<file path="config.mk">
export PLATFORM = sky130hd
export DESIGN_NAME = rpd_reset_power_ctrl
export DESIGN_NICKNAME = d
export VERILOG_FILES = /design/src/rtl/rpd_reset_power_ctrl.v
export VERILOG_INCLUDE_DIRS = /design/src /design/src/rtl
export SDC_FILE = /design/constraint.sdc
export NUM_CORES = 1
export LEC_CHECK = 0
export BUFFER_PORTS_ARGS = -buffer_cell sky130_fd_sc_hd__buf_2
export CORE_UTILIZATION = 44
export CTS_CLUSTER_SIZE = 14
export DETAILED_ROUTE_END_ITERATION = 8
export PLACE_DENSITY = 0.77
export SLEW_MARGIN = 40
export SYNTH_ARGS = -nofsm -noshare
export SYNTH_HDL_FRONTEND = slang
export SYNTH_SLANG_ARGS = --single-unit
</file>
<file path="constraint.sdc">
create_clock -name core_clk -period 1.7 [get_ports core_clk]
set_input_delay 0.255 -clock core_clk [delete_from_list [all_inputs] [get_ports core_clk]]
set_output_delay 0.255 -clock core_clk [all_outputs]
set_load 0.05 [all_outputs]
</file>
<file path="src/rtl/rpd_defines.vh">
`ifndef RPD_DEFINES_VH
`define RPD_DEFINES_VH
// ------------------------------------------------------------
// apb register offsets
// ------------------------------------------------------------
`define RPD_OFF_WAKE_EN    12'h000
`define RPD_OFF_WAKE_COND  12'h004
`define RPD_OFF_INT_WAKE   12'h008
`define RPD_OFF_STATUS     12'h00c
`define RPD_OFF_CTRL       12'h010
`define RPD_OFF_PORT       12'h014
// ------------------------------------------------------------
// field positions
// ------------------------------------------------------------
`define RPD_ST_POWER_FLAG  0
`define RPD_ST_T3_FLAG     1
`define RPD_ST_SUPPLY_EN   2
`define RPD_ST_ARMED       3
`define RPD_ST_MODE_LO     4
`define RPD_ST_MODE_HI     5
`define RPD_CTRL_T3_CLR    0
`define RPD_CTRL_CSEL_LO   1
`define RPD_CTRL_CSEL_HI   2
// ------------------------------------------------------------
// reset values, counter input select code and back-up stack level
// ------------------------------------------------------------
`define RPD_RST_WAKE       4'h0
`define RPD_RST_LATCH      4'hf
`define RPD_RST_PULLUP     4'h0
`define RPD_RST_PUSHPULL   4'h0
`define RPD_RST_IRQCTRL    4'h0
`define RPD_CSEL_INPUT     2'h3
`define RPD_STACK_BACKUP   3'h7
`endif

</file>
<file path="src/rtl/rpd_reset_power_ctrl.v">
`timescale 1ns/10ps
`include "rpd_defines.vh"
module rpd_reset_power_ctrl #(
  parameter HAS_DETECTOR = 1
) (
  input  wire        core_clk,
  input  wire        rst,
  input  wire        pclk_unused_tie,
  input  wire        psel,
  input  wire        penable,
  input  wire        pwrite,
  input  wire [11:0] paddr,
  input  wire [31:0] pwdata,
  output wire        pready,
  output reg  [31:0] prdata,
  output wire        pslverr,
  input  wire        resetPinN,
  input  wire        watchdogReset,
  input  wire        supplyDropDetect,
  input  wire [3:0]  port0Pins,
  input  wire [3:0]  port1Pins,
  input  wire        intPin,
  input  wire        intLevelHigh,
  input  wire        supplyDropEnableInstr,
  input  wire        powerDownArmInstr,
  input  wire        clockOperatingHaltInstr,
  input  wire        ramBackupHaltInstr,
  input  wire        powerFlagSkipInstr,
  input  wire        timer3Underflow,
  input  wire        timer3FlagClear,
  input  wire [3:0]  accData,
  input  wire        wakeReg0WriteInstr,
  input  wire        wakeReg1WriteInstr,
  input  wire        wakeReg2WriteInstr,
  input  wire        wakeReg0ReadInstr,
  input  wire        wakeReg1ReadInstr,
  input  wire        wakeReg2ReadInstr,
  input  wire        counterOutIn,
  input  wire        counterOeIn,
  output reg  [3:0]  accReadData,
  output reg         skipTaken,
  output wire        coreClockRun,
  output wire        oscillatorStop,
  output wire        detectorActive,
  output reg         pcLoadZero,
  output reg         stateInit,
  output reg         stackLevel7,
  output reg  [3:0]  irqCtrlOne,
  output wire        lcTimerRun,
  output wire        lcdOff,
  output reg         powerFlag,
  output wire        timer3RequestFlag,
  output wire [3:0]  portLatch,
  output wire [3:0]  portPullUp,
  output wire [3:0]  portPushPull,
  output wire [3:0]  portOe,
  output wire        counterPinOut,
  output wire        counterPinOe
);

  // ------------------------------------------------------------
  // states
  // ------------------------------------------------------------
  localparam [1:0] ST_RUN    = 2'b00;
  localparam [1:0] ST_CLKOP  = 2'b01;
  localparam [1:0] ST_BACKUP = 2'b10;

  // ------------------------------------------------------------
  // pin synchronisers
  // ------------------------------------------------------------
  reg [10:0] pinMeta_ff;
  reg [10:0] pinSync_ff;
  reg [8:0]  pinPrev_ff;
  wire [10:0] pinRaw = {supplyDropDetect, resetPinN, intPin, port1Pins, port0Pins};

  always @(posedge core_clk) begin
    if (rst) begin
      pinMeta_ff <= 11'h7ff;
      pinSync_ff <= 11'h7ff;
      pinPrev_ff <= 9'h1ff;
    end else begin
      pinMeta_ff <= pinRaw;
      pinSync_ff <= pinMeta_ff;
      pinPrev_ff <= pinSync_ff[8:0];
    end
  end

  wire [3:0] p0Now    = pinSync_ff[3:0];
  wire [3:0] p1Now    = pinSync_ff[7:4];
  wire       intNow   = pinSync_ff[8];
  wire       rstPinN  = pinSync_ff[9];
  wire       dropNow  = pinSync_ff[10];

  // ------------------------------------------------------------
  // control registers
  // ------------------------------------------------------------
  reg [3:0] wakeEnable_ff;
  reg [3:0] wakeCondition_ff;
  reg [3:0] intPinWake_ff;
  reg [3:0] latch_ff;
  reg [3:0] pullUp_ff;
  reg [3:0] pushPull_ff;
  reg [1:0] counterSel_ff;
  reg [1:0] mode_ff;
  reg       armed_ff;
  reg       supplyEn_ff;
  reg       t3Flag_ff;
  reg       portsReleased_ff;

  // cold start sources
  wire dropReset = (HAS_DETECTOR != 0) && !dropNow &&
                   ((mode_ff == ST_RUN) || supplyEn_ff);
  wire coldReq   = !rstPinN || watchdogReset || dropReset;
  wire sysReset  = rst || coldReq;

  // ------------------------------------------------------------
  // apb slave
  // ------------------------------------------------------------
  wire apbWr = psel && penable && pwrite;
  wire [11:0] off = {paddr[11:2], 2'b00};
  wire hit = (off == `RPD_OFF_WAKE_EN) || (off == `RPD_OFF_WAKE_COND) ||
             (off == `RPD_OFF_INT_WAKE) || (off == `RPD_OFF_STATUS) ||
             (off == `RPD_OFF_CTRL) || (off == `RPD_OFF_PORT);

  assign pready  = 1'b1;
  assign pslverr = psel && penable && !hit;

  reg [31:0] nxt_prdata;

  always @* begin
    case (off)
      `RPD_OFF_WAKE_EN:   nxt_prdata = {28'h0, wakeEnable_ff};
      `RPD_OFF_WAKE_COND: nxt_prdata = {28'h0, wakeCondition_ff};
      `RPD_OFF_INT_WAKE:  nxt_prdata = {28'h0, intPinWake_ff};
      `RPD_OFF_STATUS:    nxt_prdata = {26'h0, mode_ff, armed_ff, supplyEn_ff,
                                        t3Flag_ff, powerFlag};
      `RPD_OFF_CTRL:      nxt_prdata = {29'h0, counterSel_ff, 1'b0};
      `RPD_OFF_PORT:      nxt_prdata = {20'h0, pushPull_ff, pullUp_ff, latch_ff};
      default:            nxt_prdata = 32'h0;
    endcase
  end

  // ------------------------------------------------------------
  // read data, captured in the setup cycle
  // ------------------------------------------------------------
  always @(posedge core_clk) begin
    if (rst) begin
      prdata <= 32'h0;
    end else if (psel && !penable) begin
      prdata <= nxt_prdata;
    end
  end

  // ------------------------------------------------------------
  // wakeup registers, accumulator side and bus side
  // ------------------------------------------------------------
  always @(posedge core_clk) begin
    if (sysReset) begin
      wakeEnable_ff    <= `RPD_RST_WAKE;
      wakeCondition_ff <= `RPD_RST_WAKE;
      intPinWake_ff    <= `RPD_RST_WAKE;
      accReadData      <= 4'h0;
    end else begin
      if (wakeReg0WriteInstr) begin
        wakeEnable_ff <= accData;
      end else if (apbWr && off == `RPD_OFF_WAKE_EN) begin
        wakeEnable_ff <= pwdata[3:0];
      end
      if (wakeReg1WriteInstr) begin
        wakeCondition_ff <= accData;
      end else if (apbWr && off == `RPD_OFF_WAKE_COND) begin
        wakeCondition_ff <= pwdata[3:0];
      end
      if (wakeReg2WriteInstr) begin
        intPinWake_ff <= accData;
      end else if (apbWr && off == `RPD_OFF_INT_WAKE) begin
        intPinWake_ff <= pwdata[3:0];
      end
      if (wakeReg0ReadInstr) begin
        accReadData <= wakeEnable_ff;
      end else if (wakeReg1ReadInstr) begin
        accReadData <= wakeCondition_ff;
      end else if (wakeReg2ReadInstr) begin
        accReadData <= intPinWake_ff;
      end
    end
  end

  // ------------------------------------------------------------
  // port format and counter select
  // ------------------------------------------------------------
  always @(posedge core_clk) begin
    if (sysReset) begin
      latch_ff         <= `RPD_RST_LATCH;
      pullUp_ff        <= `RPD_RST_PULLUP;
      pushPull_ff      <= `RPD_RST_PUSHPULL;
      portsReleased_ff <= 1'b0;
      counterSel_ff    <= 2'h0;
    end else if (apbWr && off == `RPD_OFF_PORT) begin
      latch_ff         <= pwdata[3:0];
      pullUp_ff        <= pwdata[7:4];
      pushPull_ff      <= pwdata[11:8];
      portsReleased_ff <= 1'b1;
    end else if (apbWr && off == `RPD_OFF_CTRL) begin
      counterSel_ff    <= pwdata[`RPD_CTRL_CSEL_HI:`RPD_CTRL_CSEL_LO];
    end
  end

  // ports keep their levels in both power-down modes
  assign portLatch    = latch_ff;
  assign portPullUp   = pullUp_ff;
  assign portPushPull = pushPull_ff;
  assign portOe       = portsReleased_ff ? ~latch_ff | pushPull_ff : 4'h0;

  wire inBackup = (mode_ff == ST_BACKUP);
  assign counterPinOut = inBackup ? 1'b0 : counterOutIn;
  assign counterPinOe  = inBackup ? (counterSel_ff != `RPD_CSEL_INPUT)
                                  : counterOeIn;

  // ------------------------------------------------------------
  // timer 3 request flag
  // ------------------------------------------------------------
  wire t3Clear = timer3FlagClear ||
                 (apbWr && off == `RPD_OFF_CTRL && pwdata[`RPD_CTRL_T3_CLR]);

  always @(posedge core_clk) begin
    if (sysReset) begin
      t3Flag_ff <= 1'b0;
    end else if (timer3Underflow && !inBackup) begin
      t3Flag_ff <= 1'b1;
    end else if (t3Clear) begin
      t3Flag_ff <= 1'b0;
    end
  end
  assign timer3RequestFlag = t3Flag_ff;

  // ------------------------------------------------------------
  // wakeup detection
  // ------------------------------------------------------------
  wire [3:0] p0Fall = pinPrev_ff[3:0] & ~p0Now;
  wire [3:0] p1Hit;
  wire [3:0] p0Hit;
  genvar g;
  generate
    for (g = 0; g < 4; g = g + 1) begin : gWake
      wire condBit = wakeCondition_ff[(g / 2) * 2];
      wire polBit  = wakeCondition_ff[(g / 2) * 2 + 1];
      wire p1Edge  = (pinPrev_ff[4 + g] != p1Now[g]) && (p1Now[g] == polBit);
      wire p1Level = (p1Now[g] == polBit);
      assign p0Hit[g] = wakeEnable_ff[g / 2] && p0Fall[g];
      assign p1Hit[g] = wakeEnable_ff[2 + g / 2] && (condBit ? p1Level : p1Edge);
    end
  endgenerate

  wire intEdge  = (pinPrev_ff[8] != intNow) && (intNow == intLevelHigh);
  wire intLevel = (intNow == intLevelHigh);
  wire intHit   = intPinWake_ff[0] && (intPinWake_ff[1] ? intEdge : intLevel);
  wire extWake  = (|p0Hit) || (|p1Hit) || intHit;

  wire wakeNow = (mode_ff == ST_CLKOP) ? (extWake || t3Flag_ff)
                                       : extWake;

  // ------------------------------------------------------------
  // power-down sequencer
  // ------------------------------------------------------------
  reg [1:0] nxt_mode;
  reg       nxt_armed;
  reg       enterPd;
  reg       wakeEvt;

  always @* begin
    nxt_mode  = mode_ff;
    nxt_armed = armed_ff;
    enterPd   = 1'b0;
    wakeEvt   = 1'b0;
    case (mode_ff)
      ST_RUN: begin
        if (powerDownArmInstr) begin
          nxt_armed = 1'b1;
        end
        if (clockOperatingHaltInstr && armed_ff) begin
          nxt_mode  = ST_CLKOP;
          nxt_armed = 1'b0;
          enterPd   = 1'b1;
        end else if (ramBackupHaltInstr && armed_ff) begin
          nxt_mode  = ST_BACKUP;
          nxt_armed = 1'b0;
          enterPd   = 1'b1;
        end
        // halts with no arm fall through unchanged
      end
      ST_CLKOP, ST_BACKUP: begin
        if (wakeNow) begin
          nxt_mode = ST_RUN;
          wakeEvt  = 1'b1;
        end
      end
      default: begin
        nxt_mode = ST_RUN;
      end
    endcase
  end

  always @(posedge core_clk) begin
    if (sysReset) begin
      mode_ff     <= ST_RUN;
      armed_ff    <= 1'b0;
      supplyEn_ff <= 1'b0;
      powerFlag   <= 1'b0;
      pcLoadZero  <= 1'b1;
      stateInit   <= 1'b1;
      stackLevel7 <= 1'b0;
      irqCtrlOne  <= `RPD_RST_IRQCTRL;
      skipTaken   <= 1'b0;
    end else begin
      mode_ff    <= nxt_mode;
      armed_ff   <= nxt_armed;
      if (supplyDropEnableInstr) begin
        supplyEn_ff <= 1'b1;
      end
      if (wakeEvt) begin
        powerFlag <= 1'b1;
      end
      pcLoadZero <= wakeEvt || enterPd;
      stateInit  <= enterPd;
      if (enterPd) begin
        stackLevel7 <= (nxt_mode == ST_BACKUP);
        irqCtrlOne  <= `RPD_RST_IRQCTRL;
      end else if (wakeEvt) begin
        stackLevel7 <= 1'b0;
      end
      skipTaken <= powerFlagSkipInstr && powerFlag;
    end
  end

  // ------------------------------------------------------------
  // clock and block enables
  // ------------------------------------------------------------
  assign coreClockRun   = (mode_ff == ST_RUN);
  assign oscillatorStop = inBackup;
  assign lcTimerRun     = !inBackup;
  assign lcdOff         = inBackup;
  assign detectorActive = (HAS_DETECTOR != 0) &&
                          ((mode_ff == ST_RUN) || supplyEn_ff);

endmodule // rpd_reset_power_ctrl

</file>
==> flow_summary.toml <==
[clock_tree]
cts_buffer_depth = 2
numCtsBuffers = 9
clock_sinks = 84
cts_tree = "yes"
worstSkewPairLatency_ps = 360
clk_transition_reported_paths_ps = 90
holdBufCountCts = 0
cts_max_level = 3
root_buffer = "clkbuf_8"

[pwr]
seqPwrFrac = 0.523
pwr-share-comb = 0.136
power.switching_mw = 1.14
switching_share = 0.292
vdd_ir_drop_max_uv = 584
p_int_mw = 2.77
power_frac_clock = 0.342
p_leak_nw = 2.17
powerDensity_nw_per_um2 = 828

[synthesis]
synth-warning-count = 0
synth_area_um2 = 3790
syn_avg_cell_area_um2 = 9.63
postSynthCellCount = 394
synth-edff-count = 0
yosysSeqAreaShare = 0.443
async_reset_ff_frac = 0
ys_ff_latch = 84
synth_cell_types = 54
ys.flop_type = "dfxtp_1"

[finish]
syn_to_final_growth_pct = 24.4
fillers = 738
fin_area_um2 = 4720
final_cell_count_no_fill = 619
final_cell_mix = "102 x buf_2, 81 x dfxtp_1, 41 x nor2_1"
drive_gt1_frac = 0.414
nNetsFinal = 595
antennaDiodeCount = 0
final_common_cell = "buf_2"

[timing]
fmax_mhz = 604
setup_slack_ps = 43.2
holdWs_ps = 69.4
finalCritPeriodShare = 0.975
rsz0062_at_grt = "true"
fin_crit_ps = 1660
skew_ps = 9.04
hold_viol_final = 0
finalSetupViolCount = 0
slew_violations = 0

[critical_path]
criticalPathCategory = "reg -> reg"
cp_max_fo = 2
critPathRequiredTime_ps = 1950
r2r_cells = 5
cp-end-kind = "flip-flop"
rr_startpoint = "mode_ff[1]"
startpoint_type = "flip-flop"
r2r_setup_slack_ps = 40
cp.arrival_ps = 1900
r2r_end = "stackLevel7"

[route]
drt_wl_total_um = 8850
via_per_inst = 5.08
drcViolationCount = 0
vias = 3147
dr.pass1.iters = 4
drtIter0Drc = 179
ant_nets = 0
routedWlPerCell_um = 14.3

[grt]
antenna_found_initial = 0
grtUsageTotal = 0.198
grt_max_degree = 45
grt_overflow_total = 0
grt_pass1_vias = 2807
grt_pass1_wl_um = 13500

[place]
gp_congestion = 0.862
postPlaceCellArea_um2 = 4400
place_ws_ps = -35.1
port_buffers = 104
dp_cells = 598
dp_hpwl_um = 6640

[floorplan]
start_util = 0.457
design.die.area_um2 = 9000
row_count = 33
die_x_um = 94.9
die_h_um = 94.9
core_um2 = 8300
boundaryPins = 153

[hold_path]
holdCritStartpoint = "port0Pins[2]"
hold_path_class = "in -> reg"
min_path_cells = 2
min_to = "pinMeta_ff[2]"

[status]
status = "complete, no violations"

[flow_run]
maxCapViolCount = 0
[metal layers]
metal | GRT usage | part of all wire
met1 | 0.240 | 0.43
met2 | 0.335 | 0.48
met3 | 0.0588 | 0.068
met4 | 0.0657 | 0.020
met5 | 0 | 0
[critical path: stages (launching register included)]
cell	delay, ps
dfxtp_2	360
inv_2	60
ha_2	170
a222oi_1	360
and4_4	300
mux2_4	300
[registers in the layout, summed over array words and instances (netlist names), 9 cells and up]
| signal | count |
|---|---|
| pinMeta_ff | 11 |
| pinPrev_ff | 9 |
| pinSync_ff | 11 |
| prdata | 12 |
[area by class of cell]
type                            instances  area [µm²]  area share
Clock inverter                          7        62.6      0.0133
Timing Repair Buffer                  124         694       0.147
Multi-Input combinational cell        268        1940       0.411
Tap cell                              105         131      0.0278
Clock buffer                            9         124      0.0262
Sequential cell                        84        1690       0.357
Inverter                               22        82.6      0.0175
[power groups by stage]
stage	logic [mW]	registers, mW	clock network, mW
after CTS	0.514	2.04	1.38
after detailed placement	0.505	2.09	0
after global routing	0.568	2.05	1.48
after floorplan	0.385	2.10	0
final	0.530	2.04	1.34
after global placement	0.495	2.09	0
[kinds of logic (layout without fill, tap and decap cells)]
group,Yosys count,count (layout),share of synthesized area
AND/OR/NAND/NOR,123,123,0.168
multiplexers,51,51,0.153
AO/OA/AOI/OAI,63,63,0.121
flip-flops,84,84,0.443
other,2,25,0.00198
buffers and inverters,65,162,0.0950
adder cells (fa/ha/maj),4,4,0.0132
XOR/XNOR,2,2,0.00462
[worst max-delay path by stage]
stage                 endpoint       start  depth (start not counted)
2_1_floorplan      stackLevel7  mode_ff[0]                          6
3_3_place_gp     portPullUp[3]    paddr[2]                          6
3_5_place_dp   portPushPull[2]    paddr[2]                          6
4_1_cts           counterPinOe  mode_ff[1]                          5
5_1_grt            stackLevel7  mode_ff[1]                          5
6_report           stackLevel7  mode_ff[1]                          5
[cells in the mapped netlist, drive strengths merged (3+ instances only)]
master,instances,area share
and3,4,0.0079
a31oi,4,0.0099
nor2,43,0.043
nor2b,3,0.0049
nand2,20,0.020
dfxtp,84,0.44
mux2,12,0.036
clkbuf,11,0.011
o21ai,6,0.0079
nand2b,5,0.0082
o31ai,4,0.0079
nor3,6,0.0092
inv,22,0.022
mux4,4,0.025
a21oi,12,0.017
mux2i,35,0.092
o211ai,3,0.0059
a22oi,10,0.020
o22ai,3,0.0049
ha,4,0.013
or2,31,0.051
nand3,4,0.0053
buf,32,0.062
[per-stage QoR]
| stage | power, mW | utilization | setup TNS [ps] |
|---|---|---|---|
| after detailed placement | 2.59 | 0.530 | -246 |
| after global placement | 2.58 | 0.530 | -0.0225 |
| after global routing | 4.09 | 0.569 | -71.0 |
| final | 3.91 | 0.569 | 0 |
| after floorplan | 2.48 | - | -113 |
| after CTS | 3.93 | 0.558 | 0 |
[what timing repair did]
item | CTS | global route
resized for setup | 12 | 14
buffers inserted | 0 | 5
setup endpoints to repair | 4 | 37
pin swaps | 2 | 4
Power figures use the tool's default switching activity.
